===== src/core/fos_consts.svh =====
/*
 Offsets, field positions, reset values and timing counts of the flash operation sequencer.
 Assumes a 100 MHz system clock and a 32-bit AXI4-Lite register bus.
*/
// Function
// - Program suspend raises operation-complete within 11.5 us plus four clocks.
// - Erase suspend raises operation-complete within 20.8 us plus four clocks.
// - Clearing suspend with high voltage on resumes and drops complete within 100 ns.
// - High voltage enable rising starts program or erase, clears complete within 5 ns.
// - High voltage enable falling aborts; complete rises within 20.8 us plus four clocks.
// - Low-power exit needs at most 45 us plus seven clocks recovery.
// - Check enable rising, or clearing suspend/breakpoint, clears check-done within 5 ns.
// - Integrity check abort or suspend sets check-done within 80 ns plus fifteen clocks.
// - Margin read abort or suspend sets check-done in 10.36 to 20.42 us plus four.
// - Cache miss read takes 3 clocks plus the wait states (3, 5 or 6 at 0, 2 or 3); cache hit takes one.
`ifndef FOS_CONSTS_SVH
`define FOS_CONSTS_SVH

`define FOS_CLK_NS 10

`define FOS_ADDR_MCW 12'h000
`define FOS_ADDR_UTW 12'h004
`define FOS_ADDR_RCW 12'h008
`define FOS_ADDR_RDA 12'h00C
`define FOS_ADDR_RDS 12'h010

`define FOS_MCW_HV 0
`define FOS_MCW_PSUS 1
`define FOS_MCW_ESUS 2
`define FOS_MCW_ERASE 3
`define FOS_MCW_LPM 4
`define FOS_MCW_DONE 8
`define FOS_MCW_READY 9
`define FOS_MCW_WMASK 32'h0000001F

`define FOS_UTW_EN 0
`define FOS_UTW_SUS 1
`define FOS_UTW_NBP 2
`define FOS_UTW_MARGIN 3
`define FOS_UTW_DONE 8
`define FOS_UTW_WMASK 32'h0000000F

`define FOS_RCW_WS_LSB 0
`define FOS_RCW_AP_LSB 4
`define FOS_RCW_WMASK 32'h00000033
`define FOS_RCW_RESET 32'h00000021

`define FOS_PSUS_TYP_NS 9400
`define FOS_PSUS_CLKS 4
`define FOS_ESUS_TYP_NS 16000
`define FOS_ESUS_CLKS 4
`define FOS_ABORT_TYP_NS 16000
`define FOS_ABORT_CLKS 4
`define FOS_LPR_MAX_NS 45000
`define FOS_LPR_CLKS 7
`define FOS_AISTOP_MAX_NS 80
`define FOS_AISTOP_CLKS 15
`define FOS_MRSTOP_MIN_NS 10360
`define FOS_MRSTOP_CLKS 4
`define FOS_HIT_CLKS 1
`define FOS_MISS_BASE_CLKS 3

`define FOS_PSUS_CYC (`FOS_PSUS_TYP_NS / `FOS_CLK_NS + `FOS_PSUS_CLKS)
`define FOS_ESUS_CYC (`FOS_ESUS_TYP_NS / `FOS_CLK_NS + `FOS_ESUS_CLKS)
`define FOS_ABORT_CYC (`FOS_ABORT_TYP_NS / `FOS_CLK_NS + `FOS_ABORT_CLKS)
`define FOS_LPR_CYC (`FOS_LPR_MAX_NS / `FOS_CLK_NS + `FOS_LPR_CLKS)
`define FOS_AISTOP_CYC (`FOS_AISTOP_MAX_NS / `FOS_CLK_NS + `FOS_AISTOP_CLKS)
`define FOS_MRSTOP_CYC ((`FOS_MRSTOP_MIN_NS + `FOS_CLK_NS - 1) / `FOS_CLK_NS + `FOS_MRSTOP_CLKS)

`define FOS_PROG_CYC 2000
`define FOS_ERASE_CYC 4000
`define FOS_CHECK_CYC 3000

`define FOS_RESP_OKAY 2'b00
`define FOS_RESP_DECERR 2'b11

`endif


===== src/core/fos_pkg.sv =====
/*
 Types of the flash operation sequencer.
 Assumes the constants header is compiled alongside.
*/
package fos_pkg;
	typedef enum logic [4:0] {
		FOS_OP_IDLE = 5'b00001,
		FOS_OP_RUN = 5'b00010,
		FOS_OP_SUSPENDING = 5'b00100,
		FOS_OP_SUSPENDED = 5'b01000,
		FOS_OP_ABORTING = 5'b10000
	} fos_op_state_t;

	typedef enum logic [3:0] {
		FOS_CK_IDLE = 4'b0001,
		FOS_CK_RUN = 4'b0010,
		FOS_CK_STOPPING = 4'b0100,
		FOS_CK_HELD = 4'b1000
	} fos_ck_state_t;

	typedef logic [31:0] fos_word_t;
	typedef logic [15:0] fos_count_t;
endpackage


===== src/core/fos_timer.sv =====
/*
 Down-counting interval timer with a one-cycle expiry pulse.
 Assumes load and cancel come from logic on the same clock.
*/
module fos_timer (
	input wire logic aclk,
	input wire logic aresetn,
	input wire logic load,
	input wire logic cancel,
	input wire fos_pkg::fos_count_t load_val,
	output logic expired,
	output logic busy
);
	import fos_pkg::*;

	fos_count_t cnt_reg;
	logic busy_reg;
	logic exp_reg;
	wire logic last_tick = busy_reg & (cnt_reg == 16'h0001);

	always_ff @(posedge aclk) begin
		if (!aresetn) begin
			cnt_reg <= 16'h0000;
			busy_reg <= 1'b0;
			exp_reg <= 1'b0;
		end else begin
			exp_reg <= last_tick & ~load & ~cancel;
			if (load) begin
				cnt_reg <= load_val;
				busy_reg <= 1'b1;
			end else if (cancel | last_tick) begin
				busy_reg <= 1'b0;
			end else if (busy_reg) begin
				cnt_reg <= cnt_reg - 16'h0001;
			end
		end
	end

	assign expired = exp_reg;
	assign busy = busy_reg;
endmodule


===== src/core/fos_top.sv =====
/*
 Flash operation sequencer: program/erase with suspend and abort, integrity and margin checks,
 low-power recovery and a read latency model with a one-line read cache, behind AXI4-Lite.
 Assumes software follows the wait-state recommendations for the platform clock.
*/
// Design decisions made here: the AXI4-Lite slave port and the register addresses.
`include "fos_consts.svh"

module fos_top #(
	parameter int LPR_CYC = `FOS_LPR_CYC
) (
	input wire logic aclk,
	input wire logic aresetn,
	input wire logic [11:0] s_axi_awaddr,
	input wire logic s_axi_awvalid,
	output logic s_axi_awready,
	input wire fos_pkg::fos_word_t s_axi_wdata,
	input wire logic [3:0] s_axi_wstrb,
	input wire logic s_axi_wvalid,
	output logic s_axi_wready,
	output logic [1:0] s_axi_bresp,
	output logic s_axi_bvalid,
	input wire logic s_axi_bready,
	input wire logic [11:0] s_axi_araddr,
	input wire logic s_axi_arvalid,
	output logic s_axi_arready,
	output fos_pkg::fos_word_t s_axi_rdata,
	output logic [1:0] s_axi_rresp,
	output logic s_axi_rvalid,
	input wire logic s_axi_rready,
	output logic op_done,
	output logic check_done,
	output logic flash_ready
);
	import fos_pkg::*;

	function automatic fos_word_t merge(input fos_word_t old_v, input fos_word_t new_v, input logic [3:0] strb,
		input fos_word_t wmask);
		fos_word_t m;
		m = {{8{strb[3]}}, {8{strb[2]}}, {8{strb[1]}}, {8{strb[0]}}} & wmask;
		return (old_v & ~m) | (new_v & m);
	endfunction

	function automatic fos_count_t ld(input int cyc);
		return 16'(cyc - 1);
	endfunction

	// Bus slave state
	logic awready_reg, wready_reg, bvalid_reg, arready_reg, rvalid_reg;
	logic [11:0] awaddr_reg;
	fos_word_t wdata_reg, rdata_reg;
	logic [3:0] wstrb_reg;
	logic [1:0] bresp_reg, rresp_reg;

	// Register, sequencer and read engine state
	fos_word_t mcw_reg, utw_reg, rcw_reg, rda_reg;
	logic op_done_reg, ck_done_reg, ready_reg;
	fos_op_state_t op_reg;
	fos_ck_state_t ck_reg;
	logic [12:0] lpr_reg;
	logic [27:0] tag_reg;
	logic tag_valid_reg, rd_busy_reg, rd_hit_reg;
	logic [3:0] rd_cnt_reg, rd_lat_reg;

	// Write decode
	wire logic aw_taken = s_axi_awvalid & awready_reg;
	wire logic w_taken = s_axi_wvalid & wready_reg;
	wire logic wr_fire = ~awready_reg & ~wready_reg & ~bvalid_reg;
	wire logic wr_mcw = wr_fire & (awaddr_reg == `FOS_ADDR_MCW);
	wire logic wr_utw = wr_fire & (awaddr_reg == `FOS_ADDR_UTW);
	wire logic wr_rcw = wr_fire & (awaddr_reg == `FOS_ADDR_RCW);
	wire logic wr_rda = wr_fire & (awaddr_reg == `FOS_ADDR_RDA);
	wire logic wr_hit = wr_mcw | wr_utw | wr_rcw | wr_rda | (awaddr_reg == `FOS_ADDR_RDS);

	wire fos_word_t mcw_next = wr_mcw ? merge(mcw_reg, wdata_reg, wstrb_reg, `FOS_MCW_WMASK) : mcw_reg;
	wire fos_word_t utw_next = wr_utw ? merge(utw_reg, wdata_reg, wstrb_reg, `FOS_UTW_WMASK) : utw_reg;
	wire fos_word_t rcw_next = wr_rcw ? merge(rcw_reg, wdata_reg, wstrb_reg, `FOS_RCW_WMASK) : rcw_reg;
	wire fos_word_t rda_next = wr_rda ? merge(rda_reg, wdata_reg, wstrb_reg, 32'hFFFFFFFF) : rda_reg;

	// Control bit events
	wire logic hv_rise = ~mcw_reg[`FOS_MCW_HV] & mcw_next[`FOS_MCW_HV];
	wire logic hv_fall = mcw_reg[`FOS_MCW_HV] & ~mcw_next[`FOS_MCW_HV];
	wire logic psus_rise = ~mcw_reg[`FOS_MCW_PSUS] & mcw_next[`FOS_MCW_PSUS];
	wire logic esus_rise = ~mcw_reg[`FOS_MCW_ESUS] & mcw_next[`FOS_MCW_ESUS];
	wire logic sus_clear = (mcw_reg[`FOS_MCW_PSUS] | mcw_reg[`FOS_MCW_ESUS])
		& ~mcw_next[`FOS_MCW_PSUS] & ~mcw_next[`FOS_MCW_ESUS];
	wire logic lpm_fall = mcw_reg[`FOS_MCW_LPM] & ~mcw_next[`FOS_MCW_LPM];
	wire logic en_rise = ~utw_reg[`FOS_UTW_EN] & utw_next[`FOS_UTW_EN];
	wire logic en_fall = utw_reg[`FOS_UTW_EN] & ~utw_next[`FOS_UTW_EN];
	wire logic ck_sus_rise = ~utw_reg[`FOS_UTW_SUS] & utw_next[`FOS_UTW_SUS];
	wire logic ck_resume = ((utw_reg[`FOS_UTW_SUS] & ~utw_next[`FOS_UTW_SUS])
		| (utw_reg[`FOS_UTW_NBP] & ~utw_next[`FOS_UTW_NBP])) & utw_next[`FOS_UTW_EN];
	wire logic margin = utw_reg[`FOS_UTW_MARGIN];
	wire logic usable = ready_reg & ~mcw_reg[`FOS_MCW_LPM];

	// Program/erase sequencing
	logic op_exp, ck_exp;
	fos_op_state_t op_next;
	logic op_load, op_cancel;
	fos_count_t op_val;
	wire fos_count_t op_run_val = mcw_next[`FOS_MCW_ERASE] ? ld(`FOS_ERASE_CYC) : ld(`FOS_PROG_CYC);

	always_comb begin
		op_next = op_reg;
		op_load = 1'b0;
		op_cancel = 1'b0;
		op_val = op_run_val;
		unique case (op_reg)
			FOS_OP_IDLE: begin
				if (hv_rise & usable) begin
					op_next = FOS_OP_RUN;
					op_load = 1'b1;
				end
			end
			FOS_OP_RUN: begin
				if (hv_fall) begin
					op_next = FOS_OP_ABORTING;
					op_load = 1'b1;
					op_val = ld(`FOS_ABORT_CYC);
				end else if (psus_rise) begin
					op_next = FOS_OP_SUSPENDING;
					op_load = 1'b1;
					op_val = ld(`FOS_PSUS_CYC);
				end else if (esus_rise) begin
					op_next = FOS_OP_SUSPENDING;
					op_load = 1'b1;
					op_val = ld(`FOS_ESUS_CYC);
				end else if (op_exp) begin
					op_next = FOS_OP_IDLE;
				end
			end
			FOS_OP_SUSPENDING: begin
				if (op_exp) begin
					op_next = FOS_OP_SUSPENDED;
				end
			end
			FOS_OP_SUSPENDED: begin
				if (~mcw_next[`FOS_MCW_HV]) begin
					op_next = FOS_OP_IDLE;
				end else if (sus_clear) begin
					op_next = FOS_OP_RUN;
					op_load = 1'b1;
				end
			end
			FOS_OP_ABORTING: begin
				if (op_exp) begin
					op_next = FOS_OP_IDLE;
				end
			end
			default: begin
				op_next = FOS_OP_IDLE;
				op_cancel = 1'b1;
			end
		endcase
	end

	// Done flag low exactly while an operation is active
	wire logic op_done_next = (op_next == FOS_OP_IDLE) | (op_next == FOS_OP_SUSPENDED);

	fos_timer u_op_timer (
		.aclk(aclk),
		.aresetn(aresetn),
		.load(op_load),
		.cancel(op_cancel),
		.load_val(op_val),
		.expired(op_exp),
		.busy()
	);

	// Integrity and margin check sequencing
	fos_ck_state_t ck_next;
	logic ck_load, ck_cancel;
	fos_count_t ck_val;
	wire fos_count_t ck_stop_val = margin ? ld(`FOS_MRSTOP_CYC) : ld(`FOS_AISTOP_CYC);

	always_comb begin
		ck_next = ck_reg;
		ck_load = 1'b0;
		ck_cancel = 1'b0;
		ck_val = ld(`FOS_CHECK_CYC);
		unique case (ck_reg)
			FOS_CK_IDLE: begin
				if (en_rise & usable) begin
					ck_next = FOS_CK_RUN;
					ck_load = 1'b1;
				end
			end
			FOS_CK_RUN: begin
				if (en_fall | ck_sus_rise) begin
					ck_next = FOS_CK_STOPPING;
					ck_load = 1'b1;
					ck_val = ck_stop_val;
				end else if (ck_exp) begin
					ck_next = FOS_CK_IDLE;
				end
			end
			FOS_CK_STOPPING: begin
				if (ck_exp) begin
					ck_next = (utw_reg[`FOS_UTW_SUS] & utw_reg[`FOS_UTW_EN]) ? FOS_CK_HELD : FOS_CK_IDLE;
				end
			end
			FOS_CK_HELD: begin
				if (~utw_next[`FOS_UTW_EN]) begin
					ck_next = FOS_CK_IDLE;
				end else if (ck_resume & ~utw_next[`FOS_UTW_SUS]) begin
					ck_next = FOS_CK_RUN;
					ck_load = 1'b1;
				end
			end
			default: begin
				ck_next = FOS_CK_IDLE;
				ck_cancel = 1'b1;
			end
		endcase
	end

	wire logic ck_done_next = (ck_next == FOS_CK_IDLE) | (ck_next == FOS_CK_HELD);

	fos_timer u_ck_timer (
		.aclk(aclk),
		.aresetn(aresetn),
		.load(ck_load),
		.cancel(ck_cancel),
		.load_val(ck_val),
		.expired(ck_exp),
		.busy()
	);

	// Low-power recovery
	wire logic lpr_last = ~ready_reg & (lpr_reg == 13'h0001);
	wire logic ready_next = mcw_next[`FOS_MCW_LPM] ? 1'b0 : (lpm_fall ? 1'b0 : (ready_reg | lpr_last));
	wire logic [12:0] lpr_next = lpm_fall ? 13'(LPR_CYC) : ((lpr_reg != 13'h0000) ? lpr_reg - 13'h0001 : lpr_reg);

	// Read latency model with a one-line cache
	wire logic [3:0] wait_states = rcw_reg[`FOS_RCW_WS_LSB +: 4];
	wire logic rd_start = wr_rda & ~rd_busy_reg;
	wire logic rd_hit = tag_valid_reg & (tag_reg == rda_next[31:4]);
	wire logic [3:0] rd_lat = rd_hit ? 4'(`FOS_HIT_CLKS) : wait_states + 4'(`FOS_MISS_BASE_CLKS);

	// Read decode
	wire logic [11:0] ar_a = s_axi_araddr;
	wire logic ar_taken = s_axi_arvalid & arready_reg;
	wire fos_word_t mcw_view = mcw_reg | ({31'h00000000, op_done_reg} << `FOS_MCW_DONE)
		| ({31'h00000000, ready_reg} << `FOS_MCW_READY);
	wire fos_word_t utw_view = utw_reg | ({31'h00000000, ck_done_reg} << `FOS_UTW_DONE);
	wire fos_word_t rds_view = {20'h00000, rd_lat_reg, 6'h00, rd_hit_reg, rd_busy_reg};
	wire logic ar_hit = (ar_a == `FOS_ADDR_MCW) | (ar_a == `FOS_ADDR_UTW) | (ar_a == `FOS_ADDR_RCW)
		| (ar_a == `FOS_ADDR_RDA) | (ar_a == `FOS_ADDR_RDS);
	wire fos_word_t rd_mux = (ar_a == `FOS_ADDR_MCW) ? mcw_view :
		(ar_a == `FOS_ADDR_UTW) ? utw_view :
		(ar_a == `FOS_ADDR_RCW) ? rcw_reg :
		(ar_a == `FOS_ADDR_RDA) ? rda_reg :
		(ar_a == `FOS_ADDR_RDS) ? rds_view : 32'h00000000;

	// AXI4-Lite channel handshakes
	always_ff @(posedge aclk) begin
		if (!aresetn) begin
			awready_reg <= 1'b1;
			wready_reg <= 1'b1;
			bvalid_reg <= 1'b0;
			bresp_reg <= `FOS_RESP_OKAY;
			awaddr_reg <= 12'h000;
			wdata_reg <= 32'h00000000;
			wstrb_reg <= 4'h0;
		end else begin
			if (aw_taken) begin
				awaddr_reg <= {s_axi_awaddr[11:2], 2'b00};
				awready_reg <= 1'b0;
			end
			if (w_taken) begin
				wdata_reg <= s_axi_wdata;
				wstrb_reg <= s_axi_wstrb;
				wready_reg <= 1'b0;
			end
			if (wr_fire) begin
				bvalid_reg <= 1'b1;
				bresp_reg <= wr_hit ? `FOS_RESP_OKAY : `FOS_RESP_DECERR;
			end
			if (bvalid_reg & s_axi_bready) begin
				bvalid_reg <= 1'b0;
				awready_reg <= 1'b1;
				wready_reg <= 1'b1;
			end
		end
	end

	always_ff @(posedge aclk) begin
		if (!aresetn) begin
			arready_reg <= 1'b1;
			rvalid_reg <= 1'b0;
			rdata_reg <= 32'h00000000;
			rresp_reg <= `FOS_RESP_OKAY;
		end else if (ar_taken) begin
			arready_reg <= 1'b0;
			rvalid_reg <= 1'b1;
			rdata_reg <= rd_mux;
			rresp_reg <= ar_hit ? `FOS_RESP_OKAY : `FOS_RESP_DECERR;
		end else if (rvalid_reg & s_axi_rready) begin
			rvalid_reg <= 1'b0;
			arready_reg <= 1'b1;
		end
	end

	// Control words and sequencer state
	always_ff @(posedge aclk) begin
		if (!aresetn) begin
			mcw_reg <= 32'h00000000;
			utw_reg <= 32'h00000000;
			rcw_reg <= `FOS_RCW_RESET;
			rda_reg <= 32'h00000000;
			op_reg <= FOS_OP_IDLE;
			ck_reg <= FOS_CK_IDLE;
			op_done_reg <= 1'b1;
			ck_done_reg <= 1'b1;
			ready_reg <= 1'b1;
			lpr_reg <= 13'h0000;
		end else begin
			mcw_reg <= mcw_next;
			utw_reg <= utw_next;
			rcw_reg <= rcw_next;
			rda_reg <= rda_next;
			op_reg <= op_next;
			ck_reg <= ck_next;
			op_done_reg <= op_done_next;
			ck_done_reg <= ck_done_next;
			ready_reg <= ready_next;
			lpr_reg <= lpr_next;
		end
	end

	// Read engine
	always_ff @(posedge aclk) begin
		if (!aresetn) begin
			tag_reg <= 28'h0000000;
			tag_valid_reg <= 1'b0;
			rd_busy_reg <= 1'b0;
			rd_hit_reg <= 1'b0;
			rd_cnt_reg <= 4'h0;
			rd_lat_reg <= 4'h0;
		end else if (rd_start) begin
			rd_busy_reg <= 1'b1;
			rd_hit_reg <= rd_hit;
			rd_lat_reg <= rd_lat;
			rd_cnt_reg <= rd_lat;
		end else if (rd_busy_reg) begin
			rd_cnt_reg <= rd_cnt_reg - 4'h1;
			if (rd_cnt_reg == 4'h1) begin
				rd_busy_reg <= 1'b0;
				tag_reg <= rda_reg[31:4];
				tag_valid_reg <= 1'b1;
			end
		end
	end

	assign s_axi_awready = awready_reg;
	assign s_axi_wready = wready_reg;
	assign s_axi_bvalid = bvalid_reg;
	assign s_axi_bresp = bresp_reg;
	assign s_axi_arready = arready_reg;
	assign s_axi_rvalid = rvalid_reg;
	assign s_axi_rdata = rdata_reg;
	assign s_axi_rresp = rresp_reg;
	assign op_done = op_done_reg;
	assign check_done = ck_done_reg;
	assign flash_ready = ready_reg;
endmodule


===== config.mk =====
export PLATFORM = sky130hd
export DESIGN_NAME = fos_top
export DESIGN_NICKNAME = d
export VERILOG_FILES = /design/src/core/fos_pkg.sv /design/src/core/fos_timer.sv /design/src/core/fos_top.sv
export VERILOG_INCLUDE_DIRS = /design/src /design/src/core
export SDC_FILE = /design/constraint.sdc
export NUM_CORES = 1
export LEC_CHECK = 0
export ABC_AREA = 1
export BUFFER_PORTS_ARGS = -buffer_cell sky130_fd_sc_hd__buf_4
export CORE_MARGIN = 1
export CORE_UTILIZATION = 64
export CTS_CLUSTER_SIZE = 14
export DETAILED_ROUTE_END_ITERATION = 8
export GPL_TIMING_DRIVEN = 0
export PLACE_DENSITY = 0.92
export SYNTH_ARGS = -nofsm -noshare
export SYNTH_HDL_FRONTEND = slang
export SYNTH_SLANG_ARGS = --single-unit

===== constraint.sdc =====
create_clock -name aclk -period 3.21 [get_ports aclk]
set_input_delay 0.321 -clock aclk [delete_from_list [all_inputs] [get_ports aclk]]
set_output_delay 0.321 -clock aclk [all_outputs]
set_load 0.03 [all_outputs]

**Yosys cells after proc, flatten, opt, wreduce, memory -nomap -nowiden**

Cells that the tools add are included.

- $add $sub $neg: 5
- Equality and inequality tests: 28
- Muxes and demuxes: 73
- Bitwise gates (word level): 95
- Reduce and logical (&&, ||, !) cells: 17

Operators with widths:

| cell | number |
|---|---|
| bitwise AND 32 bit | 5 |
| 2-to-1 mux 32 bit | 5 |
| bitwise OR 32 bit | 4 |
| 2-to-1 mux 12 bit | 8 |
| 2-to-1 mux 16 bit | 6 |
| bitwise OR 32 x 9 -> 32 bit | 2 |
| 2-to-1 mux 5 bit | 9 |
| 2-to-1 mux 4 bit | 10 |
| bitwise AND 1 bit | 38 |
| bitwise AND 32 x 4 -> 32 bit | 1 |
| bitwise AND 32 x 5 -> 32 bit | 1 |
| bitwise AND 32 x 6 -> 32 bit | 1 |
| == test 16 x 1 -> 1 bit, second input constant | 2 |
| inverter 32 bit | 1 |
| inverter 4 -> 32 bit | 1 |
| inverter 5 -> 32 bit | 1 |
| inverter 6 -> 32 bit | 1 |
| bitwise OR 32 x 10 -> 32 bit | 1 |
| subtractor 16 x 1 -> 16 bit, second input constant | 2 |
| == test 28 bit | 1 |
| 2-to-1 mux 13 bit | 2 |
| 2-to-1 mux 1 bit | 25 |
| case mux 5 bit (5 select lines) | 1 |
| == test 12 x 4 -> 1 bit, second input constant | 2 |
| 34 further kinds | 88 |

- Register bits: 315
- Bits of input ports: 67
- Output and inout bits: 44
- Word-level logic and storage cells: 255

**Longest topological paths before layout**

- Depth in word-level cells: 16
- Mapped depth: 19
- Mapped depth without buffers: 18

**Modules after synthesis**

Synthesis repeated with hierarchy kept, for this count alone.

- Cells, all modules: 1732
- Area, all modules: 11559.8 um^2

Modules (own cells, without submodules):

| module | times used | cells an instance | area an instance (um^2) | seq. area each (um^2) |
|---|---|---|---|---|
| fos_top | 1 | 1324 | 8967.4 | 3863.7 |
| fos_timer | 2 | 204 | 1296.2 | 360.3 |

**Worst setup path after synthesis**

OpenSTA, ideal clock, no wires.

- Kind: reg2reg
- Start point: reg wready_reg, in the netlist s_axi_wready
- End point: reg rd_lat_reg[2]
- Setup time: 0.132 ns
- Arrival: 1.925 ns
- Required time: 3.078 ns
- Path slack: 1.152 ns
- Cell stages (with the launch flop): 16
- Path buffers: 2
- Period minus slack after synthesis: 2.058 ns
- Cells stage by stage: dfxtp_1 > inv_1 > nand3_2 > inv_1 > buf_4 > buf_4 > nand4_1 > nand2_1 > a21oi_1 > nand2_1 > nor2_1 > nand2_1 > nor2_1 > nand2_1 > nand3_1 > a21oi_1

- Cells in the longest elaborated chain, start to end: 8
- Elaborated cells on any way between the ends: 9
- Those cells by class: eq/ne: 1; mux: 2; bitwise: 6

RTL lines:

| element | line | text |
|---|---|---|
| from (decl) | fos_top.sv:49 | `logic awready_reg, wready_reg, bvalid_reg, arready_reg, rvalid_reg;` |
| from (signal assigned) | fos_top.sv:259 | `wready_reg <= 1'b1;` |
| from (signal assigned) | fos_top.sv:273 | `wready_reg <= 1'b0;` |
| from (signal assigned) | fos_top.sv:282 | `wready_reg <= 1'b1;` |
| inverter 1 bit * | fos_top.sv:68 | `wire logic wr_fire = ~awready_reg & ~wready_reg & ~bvalid_reg;` |
| bitwise AND 1 bit * (2 in series) | fos_top.sv:68 |  |
| bitwise AND 1 bit * | fos_top.sv:72 | `` wire logic wr_rda = wr_fire & (awaddr_reg == `FOS_ADDR_RDA); `` |
| 2-to-1 mux 32 bit | fos_top.sv:78 | `wire fos_word_t rda_next = wr_rda ? merge(rda_reg, wdata_reg, wstrb_reg, 32'hFFFFFFFF) : rda_reg;` |
| == test 28 bit | fos_top.sv:237 | `wire logic rd_hit = tag_valid_reg & (tag_reg == rda_next[31:4]);` |
| bitwise AND 1 bit | fos_top.sv:237 |  |
| 2-to-1 mux 4 bit | fos_top.sv:238 | `` wire logic [3:0] rd_lat = rd_hit ? 4'(`FOS_HIT_CLKS) : wait_states + 4'(`FOS_MISS_BASE_CLKS); `` |
| to (signal assigned) | fos_top.sv:343 | `rd_lat_reg <= rd_lat;` |
| to (decl) | fos_top.sv:63 | `logic [3:0] rd_cnt_reg, rd_lat_reg;` |

Every way passes the cells marked *; elsewhere a longest branch is shown, timed or not.
A chain may end at the register's enable or synchronous reset.

**Worst setup path after layout**

- Start point: reg wready_reg, in the netlist s_axi_wready
- End point: reg rd_lat_reg[1]

Same word-level chain as after synthesis.

==> flow_metrics.tcl <==
set metrics [dict create \
    status "finished clean" \
    syn_avg_cell_area_um2 6.81 \
    gr-total-overflow 0 \
    dr.pass1.iters 5 \
    cts_setup_buffers 0 \
    ctsHtreeMaxLevel 1 \
    cts_tree "done" \
    ys_types 54 \
    grt_start_max_net_pins 15 \
    die_h_um 134 \
    synth-seq-area-share_pct 41.0 \
    clk_pin_slew_ns 0.06 \
    crit_required_ns 3.58 \
    whs_path_depth 3 \
    synth_cells 1642 \
    start_kind "flip-flop" \
    nets 1853 \
    period_minus_slack_ns 2.61 \
    gp_congestion 0.973 \
    critical_path.max_fanout 10 \
    ys_seq_elements 229 \
    drt_iter0_drc 1028 \
    reg2reg_to "rd_lat_reg[1]" \
    synth_nets 1718 \
    final_common_cell "nand2_1" \
    post-route-period-util_pct 81.2 \
    hpwlAfterDp_um 24400 \
    ys.flop_type "dfxtp_1" \
    cp.arrival_ns 2.98 \
    placed_cells 1969 \
    grt_usage_pct 38.5 \
    pin_count 111 \
    leakage_nw 6.11 \
    hp-class "primary input to flip-flop" \
    io_buffers 107 \
    antenna_left 0 \
    criticalPathCategory "flip-flop to flip-flop" \
    p_per_area_nw_per_um2 527 \
    rsz0062_at_grt "no" \
    synth_area_um2 11200 \
    cts-root-buf "clkbuf_16" \
    grt_pass1_vias 11400 \
    drc_errors 0 \
    antenna_found_initial 1 \
    setup_viol 0 \
    wl_per_cell_um 16.8 \
    synthArstFlopShare_pct 0 \
    fmax_ghz 0.384 \
    r2r_start "s_axi_wready" \
    finClkSkew_ns 0.0144 \
    die_x_um 134 \
    cts_buffers 24 \
    cts.sinks 229 \
    hold_start "s_axi_awaddr[8]" \
    regToRegSetupSlack_ns 0.60 \
    area_growth_pct 17.5 \
    drv_cap 0 \
    synth_edf_count 0 \
    worstMarginPinSlew_ns 0.775 \
    vias_per_cell 5.84 \
    rows 47 \
    worstSetupEndpointType "flip-flop" \
    slew_viol_final 0 \
    finalSetupTns_ns 0 \
    routed_wl_um 33800 \
    clock_latency_ns 0.52 \
    peakVddDrop_v 0.000383 \
    layout_common_cells "342 x nand2_1, 262 x nor2_1, 229 x dfxtp_1" \
    min_to "awaddr_reg[8]" \
    hold_viol_final 0 \
    dieArea_um2 18000 \
    clk_path_buf_depth 3 \
    coreArea_um2 16800 \
    finish.utilization_pct 78.1 \
    ff2ff_path_depth 16 \
    start_util_pct 66.5 \
    fin_cells 2015 \
    synth_warnings 0 \
    crit_start "s_axi_wready" \
    slew_headroom_pct 47.9 \
    drive_gt1_share_pct 12.3 \
    vias 11800 \
    grt_pass1_wl_um 55400 \
]
[stage by stage]
step / setup slack [ns] / power (mW) / area (um2) / hold WS (ns)
floorplan: 1.15 / 3.70 / 11200 / 0.421
global placement: 0.823 / 3.92 / 12300 / 0.451
detailed placement: 0.788 / 3.97 / 12300 / 0.456
CTS: 0.729 / 6.92 / 13100 / 0.0437
global route: 0.366 / 7.14 / 13100 / 0.0616
finish: 0.603 / 6.93 / 13100 / 0.0564
[final cells by class]
class	instances	area (um2)
Buffer	62	279
Multi-Input combinational cell	1143	5540
Inverter	208	783
Timing Repair Buffer	109	823
Tap cell	220	275
Clock inverter	11	163
Clock buffer	32	692
Fill cell	1238	3680
Antenna cell	1	2.50
Sequential cell	229	4580
[layer usage]
metal  wire [um]  global-route usage [%]  vias up
li1            -                       -     5564
met1       13200                    45.1     5422
met2       15900                    65.3      623
met3        2510                    6.69      156
met4        2260                    24.3        0
met5           0                       0        -
[synthesized netlist by cell type (all sizes together), types with 2 or more instances]
library cell | count | share of area [%]
nand2 | 356 | 12
nor2 | 273 | 9.8
dfxtp | 229 | 41
inv | 208 | 7.0
o21ai | 136 | 6.2
a21oi | 116 | 5.3
nand3 | 80 | 3.9
nand4 | 49 | 2.9
clkbuf | 43 | 1.4
nor3 | 22 | 1.1
buf | 19 | 1.1
xor2 | 18 | 1.4
o21a | 12 | 0.81
xnor2 | 12 | 0.94
nor4 | 11 | 0.67
or2 | 10 | 0.56
ha | 9 | 1.0
o211ai | 7 | 0.47
o22ai | 6 | 0.34
a31oi | 4 | 0.22
a22oi | 3 | 0.20
a211oi | 2 | 0.13
a32oi | 2 | 0.16
a41oi | 2 | 0.16
and2 | 2 | 0.11
nand3b | 2 | 0.13
o221ai | 2 | 0.16
[worst max-delay path by stage]
stage          cells past startpoint             to  slack [ns]
6_report                          16  rd_lat_reg[1]        0.60
5_1_grt                           17  rd_lat_reg[0]        0.37
4_1_cts                           16  rd_lat_reg[1]        0.73
3_5_place_dp                      16  rd_lat_reg[2]        0.79
3_3_place_gp                      16  rd_lat_reg[2]        0.82
2_1_floorplan                     15  rd_lat_reg[2]        1.15
[worst max-delay path, stage by stage, from the launching register on]
cell and delay (ns):
dfxtp_1 0.33, inv_1 0.08, nand3_2 0.18, inv_1 0.15, buf_4 0.20, buf_4 0.21
nand4_1 0.29, nand3_1 0.21, nand2_1 0.07, nor2_1 0.10, nand2_1 0.05, inv_1 0.04
nand2_1 0.06, nor2_1 0.08, nand2_1 0.14, nand3_1 0.15, a21oi_1 0.09
[report_power, final]
part           leakage [nW]  total (mW)  switching (mW)  internal, mW
clock network         0.413        2.99            1.16          1.83
registers              1.86        3.06          0.0946          2.97
logic                  3.84       0.877           0.564         0.312
[cells by family after synthesis]
kind of cell	synth area share (%)
adders and majority gates	1.01
and+or+nand+nor	31.6
AOI/OAI and AO/OA	14.5
buffers and inverters	9.50
DFF	41.0
xor gates and xnor gates	2.35
[repair_timing]
item	CTS	global route
gates resized for setup	0	0
endpoints found under the hold margin	2	0
hold buffers	2	0
Power figures use the tool's default switching activity.
